File: config.mk
export PLATFORM = sky130hd
export DESIGN_NAME = ralu_top
export DESIGN_NICKNAME = d
export VERILOG_FILES = /design/src/rtl/ralu_pkg.sv /design/src/rtl/ralu_cmp_if.sv /design/src/rtl/ralu_compare.sv /design/src/rtl/ralu_top.sv
export SDC_FILE = /design/constraint.sdc
export NUM_CORES = 1
export LEC_CHECK = 0
export BUFFER_PORTS_ARGS = -buffer_cell sky130_fd_sc_hd__buf_2
export CORE_ASPECT_RATIO = 2
export CORE_MARGIN = 3
export CORE_UTILIZATION = 34
export CTS_CLUSTER_SIZE = 30
export DETAILED_ROUTE_END_ITERATION = 10
export GPL_TIMING_DRIVEN = 0
export PLACE_DENSITY = 0.61
export SLEW_MARGIN = 5
export SYNTH_ARGS = -nofsm -noshare
export SYNTH_HDL_FRONTEND = slang
export SYNTH_SLANG_ARGS = --single-unit
File: constraint.sdc
create_clock -name sys_clk -period 1.75 [get_ports sys_clk]
set_input_delay 0.175 -clock sys_clk [delete_from_list [all_inputs] [get_ports sys_clk]]
set_output_delay 0.175 -clock sys_clk [all_outputs]
set_load 0.01 [all_outputs]
File: src/rtl/ralu_pkg.sv
// Package for the alarm interrupt unit: register offsets, field positions and timing constants.
// Assumes a byte-wide register port with offsets as printed (no public bus).
package ralu_pkg;
  localparam logic [7:0] ADDR_MIN_ALARM = 8'h18;
  localparam logic [7:0] ADDR_HOUR_ALARM = 8'h19;
  localparam logic [7:0] ADDR_WDAY_ALARM = 8'h1A;
  localparam logic [7:0] ADDR_EXT_CTRL = 8'h1D;
  localparam logic [7:0] ADDR_EVT_FLAGS = 8'h1E;
  localparam logic [7:0] ADDR_MAIN_CTRL = 8'h1F;
  localparam int EXCL_BIT = 7;
  localparam int WDSEL_BIT = 3;
  localparam int AFLAG_BIT = 3;
  localparam int ALARM_IRQ_ENABLE_BIT = 3;
  localparam int STOP_BIT = 6;
  localparam logic [7:0] ALARM_RESET = 8'h00;
  localparam logic [7:0] CTRL_RESET = 8'h00;
  localparam logic [7:0] MIN_FIELD_MASK = 8'h7F;
  localparam logic [7:0] HOUR_FIELD_MASK = 8'h3F;
  localparam logic [7:0] DATE_FIELD_MASK = 8'h3F;
  localparam logic [6:0] DAY_MASK_WIDTH_ONE = 7'h01;
  localparam real CLK_PERIOD_NS = 100.0;
  localparam real MAX_LATENCY_NS = 1460000.0;
  localparam int MAX_LATENCY_CYC = int'(MAX_LATENCY_NS / CLK_PERIOD_NS) - 1;
endpackage

File: src/rtl/ralu_cmp_if.sv
// Interface carrying alarm settings and the present calendar to the comparator.
// Assumes both ends run on sys_clk.
`timescale 1ns/1ps
`default_nettype none
interface ralu_cmp_if;
  logic [7:0] min_alarm;
  logic [7:0] hour_alarm;
  logic [7:0] wday_alarm;
  logic wday_sel;
  logic [7:0] cur_min;
  logic [7:0] cur_hour;
  logic [7:0] cur_date;
  logic [6:0] cur_wday;
  logic match;
  modport ctrl (output min_alarm, hour_alarm, wday_alarm, wday_sel, cur_min, cur_hour, cur_date, cur_wday,
    input match);
  modport cmp (input min_alarm, hour_alarm, wday_alarm, wday_sel, cur_min, cur_hour, cur_date, cur_wday,
    output match);
endinterface
`default_nettype wire

File: src/rtl/ralu_compare.sv
// Combinational alarm comparator: field excludes and weekday-or-date selection.
// Assumes BCD time fields and a one-hot weekday from the calendar counters.
`timescale 1ns/1ps
`default_nettype none
module ralu_compare (
  ralu_cmp_if.cmp cif
);
  logic min_ok;
  logic hour_ok;
  logic day_ok;

  always_comb begin
    // An excluded field always agrees, so all three excluded matches every minute.
    min_ok = cif.min_alarm[ralu_pkg::EXCL_BIT] ||
             ((cif.min_alarm & ralu_pkg::MIN_FIELD_MASK) == (cif.cur_min & ralu_pkg::MIN_FIELD_MASK));
    hour_ok = cif.hour_alarm[ralu_pkg::EXCL_BIT] ||
              ((cif.hour_alarm & ralu_pkg::HOUR_FIELD_MASK) == (cif.cur_hour & ralu_pkg::HOUR_FIELD_MASK));
    if (cif.wday_alarm[ralu_pkg::EXCL_BIT]) begin
      day_ok = 1'b1;
    end else if (cif.wday_sel) begin
      day_ok = (cif.wday_alarm & ralu_pkg::DATE_FIELD_MASK) == (cif.cur_date & ralu_pkg::DATE_FIELD_MASK);
    end else begin
      day_ok = |(cif.wday_alarm[6:0] & cif.cur_wday);
    end
    cif.match = min_ok && hour_ok && day_ok;
  end
endmodule
`default_nettype wire

File: src/rtl/ralu_top.sv
// Alarm interrupt unit of a real-time clock: alarm registers, flag, enable and open-drain interrupt pin.
// Assumes the calendar counters supply BCD time and a minute rollover pulse; host uses a plain byte port.
//
// Operation
// - Match sets flag and drives pin low.
// - Flag and pin change within 1.46 ms.
// - Alarm low holds until software releases.
// - Stop bit suppresses alarm events.
// - Alarm registers usable as storage; host keeps enable zero.
// - Select bit picks weekday mask or date.
// - Weekday mask bit 0 Sunday to bit 6.
// - Exclude bit removes field from comparison.
// - All excluded gives event every minute.
// - Writing present time gives no immediate event.
// - Flag sets on event, stays until cleared.
// - Writing zero clears flag and releases pin.
// - Writing one to flag does nothing.
// - Enable one lets event pull pin low.
// - Writing enable zero releases the pin.
// - Enable gates pin only, not flag.
//
// Implementation choice: the address-and-strobe port.
`timescale 1ns/1ps
`default_nettype none
module ralu_top (
  input wire logic sys_clk,
  input wire logic rst_n,
  input wire logic [7:0] reg_addr,
  input wire logic [7:0] reg_wdata,
  input wire logic reg_wr,
  input wire logic reg_rd,
  output logic [7:0] reg_rdata,
  input wire logic minute_tick,
  input wire logic [7:0] cur_min,
  input wire logic [7:0] cur_hour,
  input wire logic [7:0] cur_date,
  input wire logic [6:0] cur_wday,
  input wire logic irq_out_primary_in,
  output logic irq_out_primary_out,
  output logic irq_out_primary_oe
);
  // ---------------------------------------------------------------------------
  // Register storage
  // ---------------------------------------------------------------------------
  logic [7:0] min_alarm_ff;
  logic [7:0] hour_alarm_ff;
  logic [7:0] wday_alarm_ff;
  logic [7:0] ext_ctrl_ff;
  logic [7:0] main_ctrl_ff;
  logic alarm_event_flag_ff;
  logic [7:0] reg_rdata_ff;
  logic irq_oe_ff;
  logic [7:0] nxt_rdata;
  logic alarm_event;
  logic flag_clr;
  logic irq_enable_clr;

  ralu_cmp_if cif();

  assign cif.min_alarm = min_alarm_ff;
  assign cif.hour_alarm = hour_alarm_ff;
  assign cif.wday_alarm = wday_alarm_ff;
  assign cif.wday_sel = ext_ctrl_ff[ralu_pkg::WDSEL_BIT];
  assign cif.cur_min = cur_min;
  assign cif.cur_hour = cur_hour;
  assign cif.cur_date = cur_date;
  assign cif.cur_wday = cur_wday;

  ralu_compare u_cmp (
    .cif(cif)
  );

  // Writes to the alarm registers are plain storage; they are compared even when used as RAM.
  always_ff @(posedge sys_clk or negedge rst_n) begin
    if (!rst_n) begin
      min_alarm_ff <= ralu_pkg::ALARM_RESET;
      hour_alarm_ff <= ralu_pkg::ALARM_RESET;
      wday_alarm_ff <= ralu_pkg::ALARM_RESET;
      ext_ctrl_ff <= ralu_pkg::CTRL_RESET;
      main_ctrl_ff <= ralu_pkg::CTRL_RESET;
    end else if (reg_wr) begin
      if (reg_addr == ralu_pkg::ADDR_MIN_ALARM) begin
        min_alarm_ff <= reg_wdata;
      end else if (reg_addr == ralu_pkg::ADDR_HOUR_ALARM) begin
        hour_alarm_ff <= reg_wdata;
      end else if (reg_addr == ralu_pkg::ADDR_WDAY_ALARM) begin
        wday_alarm_ff <= reg_wdata;
      end else if (reg_addr == ralu_pkg::ADDR_EXT_CTRL) begin
        ext_ctrl_ff <= reg_wdata;
      end else if (reg_addr == ralu_pkg::ADDR_MAIN_CTRL) begin
        main_ctrl_ff <= reg_wdata;
      end
    end
  end

  // ---------------------------------------------------------------------------
  // Alarm event and flag
  // ---------------------------------------------------------------------------
  // Sampling only on the rollover means a write of the present time cannot fire until the
  // counters step into it again.
  assign alarm_event = minute_tick && cif.match && !main_ctrl_ff[ralu_pkg::STOP_BIT];
  assign flag_clr = reg_wr && (reg_addr == ralu_pkg::ADDR_EVT_FLAGS) && !reg_wdata[ralu_pkg::AFLAG_BIT];
  assign irq_enable_clr = reg_wr && (reg_addr == ralu_pkg::ADDR_MAIN_CTRL) &&
                          !reg_wdata[ralu_pkg::ALARM_IRQ_ENABLE_BIT];

  // Set wins over a clear in the same cycle so no event is lost.
  always_ff @(posedge sys_clk or negedge rst_n) begin
    if (!rst_n) begin
      alarm_event_flag_ff <= 1'b0;
    end else if (alarm_event) begin
      alarm_event_flag_ff <= 1'b1;
    end else if (flag_clr) begin
      alarm_event_flag_ff <= 1'b0;
    end
  end

  // ---------------------------------------------------------------------------
  // Open-drain interrupt pin
  // ---------------------------------------------------------------------------
  // The pin only ever drives low; released means output enable off. Nothing but a software
  // write ends the low, so a missed clear leaves the line asserted for good.
  always_ff @(posedge sys_clk or negedge rst_n) begin
    if (!rst_n) begin
      irq_oe_ff <= 1'b0;
    end else if (alarm_event && main_ctrl_ff[ralu_pkg::ALARM_IRQ_ENABLE_BIT] && !irq_enable_clr) begin
      irq_oe_ff <= 1'b1;
    end else if (flag_clr || irq_enable_clr || !main_ctrl_ff[ralu_pkg::ALARM_IRQ_ENABLE_BIT]) begin
      irq_oe_ff <= 1'b0;
    end
  end

  assign irq_out_primary_oe = irq_oe_ff;
  assign irq_out_primary_out = 1'b0;

  // ---------------------------------------------------------------------------
  // Read port
  // ---------------------------------------------------------------------------
  always_comb begin
    nxt_rdata = 8'h00;
    if (reg_addr == ralu_pkg::ADDR_MIN_ALARM) begin
      nxt_rdata = min_alarm_ff;
    end else if (reg_addr == ralu_pkg::ADDR_HOUR_ALARM) begin
      nxt_rdata = hour_alarm_ff;
    end else if (reg_addr == ralu_pkg::ADDR_WDAY_ALARM) begin
      nxt_rdata = wday_alarm_ff;
    end else if (reg_addr == ralu_pkg::ADDR_EXT_CTRL) begin
      nxt_rdata = ext_ctrl_ff;
    end else if (reg_addr == ralu_pkg::ADDR_EVT_FLAGS) begin
      nxt_rdata[ralu_pkg::AFLAG_BIT] = alarm_event_flag_ff;
    end else if (reg_addr == ralu_pkg::ADDR_MAIN_CTRL) begin
      nxt_rdata = main_ctrl_ff;
    end
  end

  always_ff @(posedge sys_clk or negedge rst_n) begin
    if (!rst_n) begin
      reg_rdata_ff <= 8'h00;
    end else if (reg_rd) begin
      reg_rdata_ff <= nxt_rdata;
    end else begin
      reg_rdata_ff <= 8'h00;
    end
  end

  assign reg_rdata = reg_rdata_ff;

  // ---------------------------------------------------------------------------
  // Checks
  // ---------------------------------------------------------------------------
  property p_event_sets_flag;
    @(posedge sys_clk) disable iff (!rst_n) alarm_event |=> alarm_event_flag_ff;
  endproperty
  a_event_sets_flag: assert property (p_event_sets_flag) else $error("alarm flag not set");

  property p_pin_latency;
    @(posedge sys_clk) disable iff (!rst_n)
      (alarm_event && main_ctrl_ff[ralu_pkg::ALARM_IRQ_ENABLE_BIT] && !irq_enable_clr) |-> ##[1:2] irq_out_primary_oe;
  endproperty
  a_pin_latency: assert property (p_pin_latency) else $error("pin too slow");

  property p_pin_holds;
    @(posedge sys_clk) disable iff (!rst_n)
      (irq_oe_ff && !flag_clr && !irq_enable_clr) |=> irq_oe_ff;
  endproperty
  a_pin_holds: assert property (p_pin_holds) else $error("pin released on its own");

  property p_stop_blocks;
    @(posedge sys_clk) disable iff (!rst_n)
      (main_ctrl_ff[ralu_pkg::STOP_BIT] && !alarm_event_flag_ff) |=> !alarm_event_flag_ff;
  endproperty
  a_stop_blocks: assert property (p_stop_blocks) else $error("event while stopped");

  property p_no_tick_no_set;
    @(posedge sys_clk) disable iff (!rst_n) (!minute_tick && !alarm_event_flag_ff) |=> !alarm_event_flag_ff;
  endproperty
  a_no_tick_no_set: assert property (p_no_tick_no_set) else $error("flag set off rollover");

  property p_flag_clear;
    @(posedge sys_clk) disable iff (!rst_n) (flag_clr && !alarm_event) |=> (!alarm_event_flag_ff && !irq_oe_ff);
  endproperty
  a_flag_clear: assert property (p_flag_clear) else $error("clear failed");

  property p_one_write;
    @(posedge sys_clk) disable iff (!rst_n)
      (reg_wr && reg_addr == ralu_pkg::ADDR_EVT_FLAGS && reg_wdata[ralu_pkg::AFLAG_BIT])
      |=> (alarm_event_flag_ff == ($past(alarm_event_flag_ff) || $past(alarm_event)));
  endproperty
  a_one_write: assert property (p_one_write) else $error("write one changed flag");

  property p_enable_off;
    @(posedge sys_clk) disable iff (!rst_n) irq_enable_clr |=> (!irq_oe_ff ##1 !irq_oe_ff);
  endproperty
  a_enable_off: assert property (p_enable_off) else $error("pin kept low");

  property p_pin_implies_flag;
    @(posedge sys_clk) disable iff (!rst_n) irq_oe_ff |-> alarm_event_flag_ff;
  endproperty
  a_pin_implies_flag: assert property (p_pin_implies_flag) else $error("pin low without flag");

  // Restated views of the stored alarm settings, kept apart from the comparator so that a
  // slip in its field masks or in the day select shows up here.
  logic min_agrees;
  logic hour_agrees;
  logic day_excluded;
  logic date_selected;
  logic wday_hit;
  logic date_same;
  logic stopped;
  logic irq_enabled;
  assign min_agrees = min_alarm_ff[ralu_pkg::EXCL_BIT] ||
                      ((min_alarm_ff & ralu_pkg::MIN_FIELD_MASK) == (cur_min & ralu_pkg::MIN_FIELD_MASK));
  assign hour_agrees = hour_alarm_ff[ralu_pkg::EXCL_BIT] ||
                       ((hour_alarm_ff & ralu_pkg::HOUR_FIELD_MASK) == (cur_hour & ralu_pkg::HOUR_FIELD_MASK));
  assign day_excluded = wday_alarm_ff[ralu_pkg::EXCL_BIT];
  assign date_selected = ext_ctrl_ff[ralu_pkg::WDSEL_BIT];
  assign wday_hit = |(wday_alarm_ff[6:0] & cur_wday);
  assign date_same = (wday_alarm_ff & ralu_pkg::DATE_FIELD_MASK) == (cur_date & ralu_pkg::DATE_FIELD_MASK);
  assign stopped = main_ctrl_ff[ralu_pkg::STOP_BIT];
  assign irq_enabled = main_ctrl_ff[ralu_pkg::ALARM_IRQ_ENABLE_BIT];

  property p_flag_rises_on_event;
    @(posedge sys_clk) disable iff (!rst_n)
      (!alarm_event_flag_ff && !alarm_event) |=> !alarm_event_flag_ff;
  endproperty
  a_flag_rises_on_event: assert property (p_flag_rises_on_event) else $error("flag set without event");

  property p_flag_sticky;
    @(posedge sys_clk) disable iff (!rst_n)
      (alarm_event_flag_ff && !flag_clr) |=> alarm_event_flag_ff;
  endproperty
  a_flag_sticky: assert property (p_flag_sticky) else $error("flag dropped on its own");

  property p_set_beats_clear;
    @(posedge sys_clk) disable iff (!rst_n)
      (alarm_event && flag_clr) |=> alarm_event_flag_ff;
  endproperty
  a_set_beats_clear: assert property (p_set_beats_clear) else $error("event lost to clear");

  property p_all_excluded;
    @(posedge sys_clk) disable iff (!rst_n)
      (minute_tick && !stopped && min_alarm_ff[ralu_pkg::EXCL_BIT] && hour_alarm_ff[ralu_pkg::EXCL_BIT] &&
       day_excluded) |=> alarm_event_flag_ff;
  endproperty
  a_all_excluded: assert property (p_all_excluded) else $error("no event with all fields excluded");

  property p_weekday_hit;
    @(posedge sys_clk) disable iff (!rst_n)
      (minute_tick && !stopped && min_agrees && hour_agrees && !day_excluded && !date_selected && wday_hit)
      |=> alarm_event_flag_ff;
  endproperty
  a_weekday_hit: assert property (p_weekday_hit) else $error("weekday match missed");

  property p_weekday_miss;
    @(posedge sys_clk) disable iff (!rst_n)
      (minute_tick && !alarm_event_flag_ff && !day_excluded && !date_selected && !wday_hit) |=> !alarm_event_flag_ff;
  endproperty
  a_weekday_miss: assert property (p_weekday_miss) else $error("event on unselected weekday");

  property p_date_hit;
    @(posedge sys_clk) disable iff (!rst_n)
      (minute_tick && !stopped && min_agrees && hour_agrees && !day_excluded && date_selected && date_same)
      |=> alarm_event_flag_ff;
  endproperty
  a_date_hit: assert property (p_date_hit) else $error("date match missed");

  property p_date_miss;
    @(posedge sys_clk) disable iff (!rst_n)
      (minute_tick && !alarm_event_flag_ff && !day_excluded && date_selected && !date_same) |=> !alarm_event_flag_ff;
  endproperty
  a_date_miss: assert property (p_date_miss) else $error("event on wrong date");

  property p_minute_miss;
    @(posedge sys_clk) disable iff (!rst_n)
      (minute_tick && !alarm_event_flag_ff && !min_agrees) |=> !alarm_event_flag_ff;
  endproperty
  a_minute_miss: assert property (p_minute_miss) else $error("event on wrong minute");

  property p_hour_excluded;
    @(posedge sys_clk) disable iff (!rst_n)
      (minute_tick && !stopped && min_agrees && hour_alarm_ff[ralu_pkg::EXCL_BIT] && day_excluded)
      |=> alarm_event_flag_ff;
  endproperty
  a_hour_excluded: assert property (p_hour_excluded) else $error("excluded field still compared");

  property p_stop_keeps_pin;
    @(posedge sys_clk) disable iff (!rst_n)
      (stopped && !irq_oe_ff) |=> !irq_oe_ff;
  endproperty
  a_stop_keeps_pin: assert property (p_stop_keeps_pin) else $error("pin low while stopped");

  property p_enable_gates_pin;
    @(posedge sys_clk) disable iff (!rst_n)
      !irq_enabled |-> !irq_oe_ff;
  endproperty
  a_enable_gates_pin: assert property (p_enable_gates_pin) else $error("pin low with enable off");

  property p_enable_keeps_flag;
    @(posedge sys_clk) disable iff (!rst_n)
      (irq_enable_clr && alarm_event_flag_ff) |=> alarm_event_flag_ff;
  endproperty
  a_enable_keeps_flag: assert property (p_enable_keeps_flag) else $error("enable write cleared flag");

  property p_flag_without_pin;
    @(posedge sys_clk) disable iff (!rst_n)
      (alarm_event && !irq_enabled) |=> (alarm_event_flag_ff && !irq_oe_ff);
  endproperty
  a_flag_without_pin: assert property (p_flag_without_pin) else $error("enable gated the flag");

  property p_alarm_write_stores;
    @(posedge sys_clk) disable iff (!rst_n)
      (reg_wr && (reg_addr == ralu_pkg::ADDR_MIN_ALARM)) |=> (min_alarm_ff == $past(reg_wdata));
  endproperty
  a_alarm_write_stores: assert property (p_alarm_write_stores) else $error("alarm write lost");

  property p_alarm_read_back;
    @(posedge sys_clk) disable iff (!rst_n)
      (reg_rd && (reg_addr == ralu_pkg::ADDR_WDAY_ALARM)) |=> (reg_rdata == $past(wday_alarm_ff));
  endproperty
  a_alarm_read_back: assert property (p_alarm_read_back) else $error("alarm read back wrong");

  property p_flag_read_back;
    @(posedge sys_clk) disable iff (!rst_n)
      (reg_rd && (reg_addr == ralu_pkg::ADDR_EVT_FLAGS)) |=>
      (reg_rdata[ralu_pkg::AFLAG_BIT] == $past(alarm_event_flag_ff));
  endproperty
  a_flag_read_back: assert property (p_flag_read_back) else $error("flag read back wrong");

  property p_select_stores;
    @(posedge sys_clk) disable iff (!rst_n)
      (reg_wr && (reg_addr == ralu_pkg::ADDR_EXT_CTRL)) |=> (date_selected == $past(reg_wdata[ralu_pkg::WDSEL_BIT]));
  endproperty
  a_select_stores: assert property (p_select_stores) else $error("day select not stored");
endmodule
`default_nettype wire
# After elaboration in Yosys (flattened, before gate mapping)
# Index checks and enable logic that the tools add are counted.
# word_totals
reg_bits	50
inputBits	53
word_cells	63
# classes
bitwise	5
n_reduce_logical	26
n_mux	15
eq_ne	9
# op_table
op	count
8-bit by 5-bit == test with 1-bit output, second input constant	6
8-bit 2-to-1 mux	6
6-bit == test	2
1-bit logical AND	10
7-bit bitwise AND	1
7-bit == test	1
1-bit 2-to-1 mux	7
7-bit OR reduction	1
6-bit AND reduction	1
5-bit AND reduction	1
1-bit logical NOT	4
1-bit logical OR	4
4-bit 2-to-1 mux	1
1-bit inverter	4
4-bit AND reduction	1
2-bit nonzero test	2
3-bit 2-to-1 mux	1
3-bit AND reduction	1
2-bit AND reduction	1

# Longest topological paths before layout
# Gate-level depths: netlist (run 1).
# logic_depth
ltp_word	10
mapped_depth	7

# Cells and area by module
# From an unflattened synthesis (run 1), not the netlist that was laid out.
# hier_totals
hier_cells	198
hier_area_um2	2541.2
# modules_own_cells
mod	area_per_inst_um2	cells_per_inst	seq_area_each_um2	n_inst
ralu_top	2285.9	167	1251.2	1
ralu_compare	255.2	31	0.0	1

# Worst setup path after synthesis (run 1)
# OpenSTA, ideal clock, no wires.
# synth_timing
path_type	input to register
from	input reg_addr[7]
to	register hour_alarm_ff[0], in the netlist cif.hour_alarm[0]
setup_ns	0.125
path_stages	5
arrival_time_ns	1.452
setup_slack_ns	0.174
cell_sequence	nor4b_4 nand3b_1 buf_6 nor3_4 mux2_2
# synth_via
elab_chain_cells	3
# synth_lines
element	line	source
from (decl)	ralu_top.sv:28	input wire logic [7:0] reg_addr,
8-bit by 5-bit == test with 1-bit output	ralu_top.sv:82	if (reg_addr == ralu_pkg::ADDR_MIN_ALARM) begin
1-bit inverter (no line)	n/a	
3-bit AND reduction (no line) (*)	n/a	
to (signal assigned)	ralu_top.sv:77	hour_alarm_ff <= ralu_pkg::ALARM_RESET;
to (signal assigned)	ralu_top.sv:85	hour_alarm_ff <= reg_wdata;
to (decl)	ralu_top.sv:46	logic [7:0] hour_alarm_ff;
# Every way passes the cells marked *; elsewhere a longest branch is shown, timed or not.
# A chain may end at the register's enable or synchronous reset.

# Final worst setup path (run 1)
# layout_timing
from	register wday_alarm_ff[1], in the netlist cif.wday_alarm[1]
to	register irq_oe_ff, in the netlist irq_out_primary_oe
# layout_via
elab_chain_cells	10
# layout_lines
element	line	source
from (decl)	ralu_top.sv:47	logic [7:0] wday_alarm_ff;
from (signal assigned)	ralu_top.sv:78	wday_alarm_ff <= ralu_pkg::ALARM_RESET;
from (signal assigned)	ralu_top.sv:87	wday_alarm_ff <= reg_wdata;
7-bit bitwise AND	ralu_compare.sv:23	day_ok = |(cif.wday_alarm[6:0] & cif.cur_wday);
7-bit OR reduction	n/a	
1-bit 2-to-1 mux (*)	ralu_compare.sv:20	end else if (cif.wday_sel) begin
1-bit 2-to-1 mux (*)	ralu_compare.sv:18	if (cif.wday_alarm[ralu_pkg::EXCL_BIT]) begin
1-bit logical AND (*)	ralu_compare.sv:25	cif.match = min_ok && hour_ok && day_ok;
1-bit logical AND (*) (2 in a row)	ralu_top.sv:101	assign alarm_event = minute_tick && cif.match && !main_ctrl_ff[ralu_pkg::STOP_BIT];
1-bit logical AND (*) (2 in a row)	ralu_top.sv:125	end else if (alarm_event && main_ctrl_ff[ralu_pkg::ALARM_IRQ_ENABLE_BIT] && !irq_enable_clr) begin
1-bit 2-to-1 mux or 2-bit nonzero test (tied branches)	n/a	
to (signal assigned)	ralu_top.sv:124	irq_oe_ff <= 1'b0;
to (signal assigned)	ralu_top.sv:126	irq_oe_ff <= 1'b1;
to (signal assigned)	ralu_top.sv:128	irq_oe_ff <= 1'b0;
to (decl)	ralu_top.sv:52	logic irq_oe_ff;
# Marks and branches as above.

==> out/summary.txt, run 1 <==
Max-Cap Viols: 0
Max Slew Vio Count: 0
R2R Setup Slk: 0.08 ns
WHS: 0.1037 ns
post-CTS setup repair buffer count: 0
1st-pass router iterations: 4
cts hold-fix bufs: 0
Netlist Area Pre-Place: 2620 um2
crit share post-route: 95.26%
unrepaired setup endpoints after global routing: no
vias: 2042
layout cell share with drive strength beyond 1: 39.59%
layout net count: 345
Crit Path Category: reg -> reg
Max FO, Critical Path: 4
PortBufs: 54
Residual DRC: 0
fillers: 730
outcome: completed
ys async rst share: 100.0%
synth top area cells: dfrtp_1 (48%), mux2_2 (17%), xor2_1 (3.7%)
Max IR drop VDD: 0.5749 mV
Ports: 63
cts bufs inserted: 5
Mean Syn Cell Area: 11.34 um2
dpl hpwl: 5367 um
routed wl met3: 295 um
register area share after synthesis: 47.76%
final hold vios: 0
Ant. Diodes: 0
final setup margin: 0.08292 ns
Synth Flop Type: dfrtp_1
crit path time final: 1.667 ns
worst min path class: in -> async
met1 WL: 2457 um
Syn Nets: 284
CP cell instances: a222oi_1 > a31oi_1 > a41o_1 > a211o_1 > o2111a_1
CTS tree: built
crit path launch type: flop
Achievable Freq: 599.9 MHz
Leak: 1.566 nW
gr ovfl total: 0
worst clock skew: 0.006173 ns
first-pass GRT wire length: 10910 um
Yosys reg bits: 50
Commonest cells post-synth: dfrtp_1 (50), mux2_2 (40), nand2_1 (17)
CTS max path bufs: 2
met2 routed WL: 4056 um
initial antenna violation count: 0
CTS sink cnt: 50
yosys warns: 0
Reg clk slew, reported paths: 0.07 ns
Yosys top cell area share: 47.76%
worst skew pair latency: 0.29 ns
mean number of vias per cell: 5.304
htree depth: 2
endpoints failing setup: 0
worst-path cell with the longest stage delay: dfrtp_1
Core Region: 7377 um2
DIE AREA: 8859 um2
1st-iter DRT viols: 74
top sig layer: met4
Synth area leader: dfrtp_1
GP Congestion: 0.8841
Arrival @ worst endpoint: 1.85 ns
WL final: 7092 um
All-Layer GR Usage: 17.26%
count of cell types in the netlist: 49
die width: 68.07 um
Area Growth Syn to Fin: 21.25%
Post-synth EDFFs: 0
pwr dens: 800.5 nW/um2
count leader, synth: dfrtp_1
CP Capture Type: flop
Place WS: -0.4365 ns
CP peak stage delay: 0.44 ns
DR WL/cell: 18.42 um
Synth Instances: 231
Crit Reg-Reg Startpoint: cif.wday_alarm[1]$_DFFE_PN0P_
Worst R2R End: irq_out_primary_oe$_DFFE_PN0P_
R2R cell count: 5
pin count of the biggest net entering global routing: 51
root buf cell: clkbuf_16
Cell Rows: 44
die height: 130.1 um
Final ANT Viol Nets: 0
Worst-Margin Slew: 1.124 ns
vias in the first global route: 2101
Worst EP required: 1.93 ns
Starting Density: 35.52%
Slew Limit Headroom: 25.07%
cell type report:
cell class	count	area (um2)	area share, %
Multi-Input combinational cell	164	1310	41.24
Inverter	6	22.52	0.7089
Buffer	11	56.30	1.772
Clock buffer	7	142.6	4.490
Clock inverter	1	8.758	0.2757
Tap cell	92	115.1	3.623
Sequential cell	50	1251	39.39
Timing Repair Buffer	54	270.3	8.507
registers in the layout, summed over array words and instances (netlist names):
| register | count |
|---|---|
| alarm_event_flag_ff | 1 |
| cif.min_alarm | 8 |
| ext_ctrl_ff | 8 |
| irq_out_primary_oe | 1 |
| cif.hour_alarm | 8 |
| reg_rdata | 8 |
| main_ctrl_ff | 8 |
| cif.wday_alarm | 8 |
where the power goes:
group | internal (mW) | leakage, nW | switching, mW | total, mW
sequential | 1.21 | 0.669 | 0.0421 | 1.25
combinational | 0.132 | 0.823 | 0.157 | 0.289
clock | 0.575 | 0.0745 | 0.430 | 1.01
cell families (layout without fill, tap and decap cells):
| group | after synthesis | in the layout | share of synthesized area (%) |
|---|---|---|---|
| XOR/XNOR | 19 | 19 | 6.351 |
| other | 1 | 1 | 0.1431 |
| flip-flops | 50 | 50 | 47.76 |
| buffers and inverters | 17 | 79 | 3.008 |
| AND/OR/NAND/NOR | 54 | 54 | 12.46 |
| AO/OA/AOI/OAI | 48 | 48 | 12.32 |
| multiplexers | 42 | 42 | 17.96 |
cell usage in the layout, fill, tap and decap left out, types with 2 or more instances in the layout:
cell type,Yosys,layout
a21oi_1,9,9
buf_2,3,57
nor3b_1,3,3
nand2_1,17,17
a221oi_1,4,4
nand3_1,2,2
buf_1,2,2
or3_1,2,2
clkbuf_1,4,5
nor2b_1,2,2
nand2b_1,3,3
mux2_2,40,40
clkbuf_16,0,5
o211ai_1,3,3
and3_1,3,3
o21ai_0,15,15
dfrtp_1,50,50
a21o_1,2,2
o31ai_1,2,2
xnor2_1,8,8
a22oi_1,2,2
inv_1,6,6
xor2_1,11,11
a41o_1,2,2
a32oi_1,2,2
mux2i_1,2,2
nor2_1,8,8
nor3_4,1,2
worst max-delay path: cells and delay by family, from the launching register on:
kind / cells / cell delay [ns]
AO/OA/AOI/OAI: 5 / 1.11
flip-flops: 1 / 0.44
worst max-delay path by stage:
stage | from | endpoint | slack (ns) | cells after the start
2_1_floorplan | reg_addr[7] | cif.hour_alarm[0]$_DFFE_PN0P_ | 0.17 | 5
3_3_place_gp | reg_addr[7] | ext_ctrl_ff[6]$_DFFE_PN0P_ | -0.40 | 5
3_5_place_dp | reg_addr[7] | ext_ctrl_ff[6]$_DFFE_PN0P_ | -0.44 | 5
4_1_cts | reg_addr[7] | cif.hour_alarm[4]$_DFFE_PN0P_ | 0.04 | 6
5_1_grt | cif.min_alarm[0]$_DFFE_PN0P_ | irq_out_primary_oe$_DFFE_PN0P_ | 0.004 | 5
6_report | cif.wday_alarm[1]$_DFFE_PN0P_ | irq_out_primary_oe$_DFFE_PN0P_ | 0.08 | 5
per-stage QoR:
step	std cells	total power, mW	util [%]	TNS, ns	area (um2)
after floorplan	231	1.407	-	0	2620
after global routing	385	2.659	43.06	0	3177
after global placement	377	1.550	40.74	-7.870	3005
after CTS	385	2.575	42.96	0	3169
after detailed placement	377	1.558	40.74	-8.427	3005
final	385	2.543	43.06	0	3177
per-layer routing:
metal / up-vias / global-route usage, %
li1: 960 / -
met3: 16 / 2.842
met5: - / 0
met4: 0 / 8.675
met1: 1004 / 17.95
met2: 62 / 31.80
repair_timing:
item / in CTS / in global routing
setup endpoints to repair: 8 / 9
gates resized for setup: 2 / 1
pin swaps: 0 / 1
No activity file was read; power rests on OpenSTA's default activity.
==> inputs of run 2 (changes only) <==
- PLACE_DENSITY: 0.61 -> unset
==> run 2 against run 1 <==
Clock skew barely moved. Sequential share of layout area decreased by 0.11 points. Final area increased by 0.28%. Setup slack got worse by 0.029 ns. Highest routed layer unchanged.
==> out/summary.txt, run 2 (synthesized netlist as in run 1, its figures left out) <==
post-CTS setup repair buffer count: 0 (unchanged)
Ports: 63 (unchanged)
Reg clk slew, reported paths: 0.07 ns (about the same)
CTS max path bufs: 2 (unchanged)
final hold vios: 0 (unchanged)
vias: 2068 (+1.3%)
CTS sink cnt: 50 (unchanged)
Slew Limit Headroom: 25.87% (+0.80 points)
All-Layer GR Usage: 17.23% (-0.031 points)
layout cell share with drive strength beyond 1: 39.59% (unchanged)
Max IR drop VDD: 0.7979 mV (+39%)
Final ANT Viol Nets: 0 (unchanged)
crit path time final: 1.696 ns (+0.02876 ns)
Starting Density: 35.52% (unchanged)
endpoints failing setup: 0 (unchanged)
Worst-Margin Slew: 1.112 ns (-0.01206 ns)
CP peak stage delay: 0.41 ns (-0.03 ns)
pwr dens: 797.8 nW/um2 (-0.34%)
initial antenna violation count: 0 (unchanged)
DR WL/cell: 18.47 um (+0.25%)
die width: 68.07 um (unchanged)
mean number of vias per cell: 5.371 (+1.3%)
met2 usage: 30.55% (-1.3 points)
gr ovfl total: 0 (unchanged)
global routing usage on met3: 3.618% (+0.78 points)
root buf cell: clkbuf_16
1st-iter DRT viols: 66 (-11%)
htree depth: 2 (unchanged)
family with the most delay on the worst path: compound AO/OA/AOI/OAI gates
cts hold-fix bufs: 0 (unchanged)
Arrival @ worst endpoint: 1.92 ns (+0.07 ns)
layout net count: 345 (unchanged)
outcome: completed
crit path launch type: flop
first-pass GRT wire length: 10830 um (-0.69%)
Crit Path Category: reg -> reg
WHS: 0.08227 ns (-0.02141 ns)
worst min path class: in -> async
die height: 130.1 um (unchanged)
Max FO, Critical Path: 3 (-1)
setup TNS: 0 ns (unchanged)
Max-Cap Viols: 0 (unchanged)
most common cell after layout, fill and taps aside: buf_2
vias in the first global route: 2149 (+2.3%)
Ant. Diodes: 0 (unchanged)
CP cell instances: xor2_1 > nor4_4 > a41o_1 > a22o_1 > o2111a_1
final core occ: 43.18% (+0.12 points)
Achievable Freq: 589.7 MHz (-1.7%)
GP Congestion: 0.8702 (-1.6%)
Core Region: 7377 um2 (unchanged)
cts bufs inserted: 5 (unchanged)
PortBufs: 54 (unchanged)
Leak: 1.567 nW (+0.10%)
worst clock skew: 0.005947 ns (-0.0002255 ns)
Residual DRC: 0 (unchanged)
Worst EP required: 1.98 ns (+0.05 ns)
dpl hpwl: 5498 um (+2.4%)
Tot Pwr: 2.541 mW (about the same)
Cell Rows: 44 (unchanged)
pin count of the biggest net entering global routing: 51 (unchanged)
final setup margin: 0.05416 ns (-0.02876 ns)
met1 usage: 16.42% (-1.5 points)
Area Growth Syn to Fin: 21.59%
worst-path cell with the longest stage delay: dfrtp_1
unrepaired setup endpoints after global routing: yes
most frequent cells in the layout: buf_2 (57), dfrtp_1 (50), mux2_2 (40), nand2_1 (17), o21ai_0 (15)
CP bufs+invs: 0 (unchanged)
Place WS: -0.3726 ns (+0.06384 ns)
Most Crowded Layer GR: met2
worst skew pair latency: 0.29 ns (about the same)
CP Capture Type: flop
CTS tree: built
DIE AREA: 8859 um2 (unchanged)
Max Slew Vio Count: 0 (unchanged)
WL final: 7110 um (+0.25%)
fillers: 744 (+1.9%)
crit share post-route: 96.91% (+1.6 points)
1st-pass router iterations: 4 (unchanged)
run 2: power by group:
| part | switching, mW | internal, mW | total [mW] |
|---|---|---|---|
| Clock | 0.424 | 0.575 | 0.999 |
| Sequential | 0.0421 | 1.21 | 1.25 |
| Combinational | 0.161 | 0.133 | 0.294 |
run 2: layer usage:
layer  vias up  share of wire, %
met5         -                 0
met4         0               6.9
met3        25               4.9
met2        71                54
met1      1015                34
li1        957                 -
run 2: cell type report:
cell class	instances	area (um2)	share of cell area, %
Buffer	11	56.30	1.767
Sequential cell	50	1251	39.28
Clock inverter	1	8.758	0.2749
Clock buffer	7	142.6	4.478
Tap cell	92	115.1	3.613
Multi-Input combinational cell	164	1319	41.40
Inverter	6	22.52	0.7070
Timing Repair Buffer	54	270.3	8.484
run 2: final timing paths:
path / from / end / slack (ns) / cells past startpoint
setup reg to reg: cif.min_alarm[0]$_DFFE_PN0P_ / irq_out_primary_oe$_DFFE_PN0P_ / 0.05 / 5
min in group sys_clk: reg_wdata[0] / cif.wday_alarm[0]$_DFFE_PN0P_ / 0.16 / 3
hold reg to reg: main_ctrl_ff[0]$_DFFE_PN0P_ / main_ctrl_ff[0]$_DFFE_PN0P_ / 0.50 / 1
hold / removal: rst_n / reg_rdata[5]$_DFF_PN0_ / 0.08 / 1
setup / recovery: cif.min_alarm[0]$_DFFE_PN0P_ / irq_out_primary_oe$_DFFE_PN0P_ / 0.05 / 5
max in group asynchronous: rst_n / alarm_event_flag_ff$_DFFE_PN0P_ / 0.97 / 1
run 2: through the flow:
| step | cell area [um2] | cells |
|---|---|---|
| finish | 3186 | 385 |
| global placement | 3005 | 377 |
| global route | 3186 | 385 |
| floorplan | 2620 | 231 |
| CTS | 3178 | 385 |
| detailed placement | 3005 | 377 |
run 2: what timing repair did:
action	in CTS	in global routing
resized for setup	3	1
endpoints found under the setup margin	9	6
pin swaps	0	2
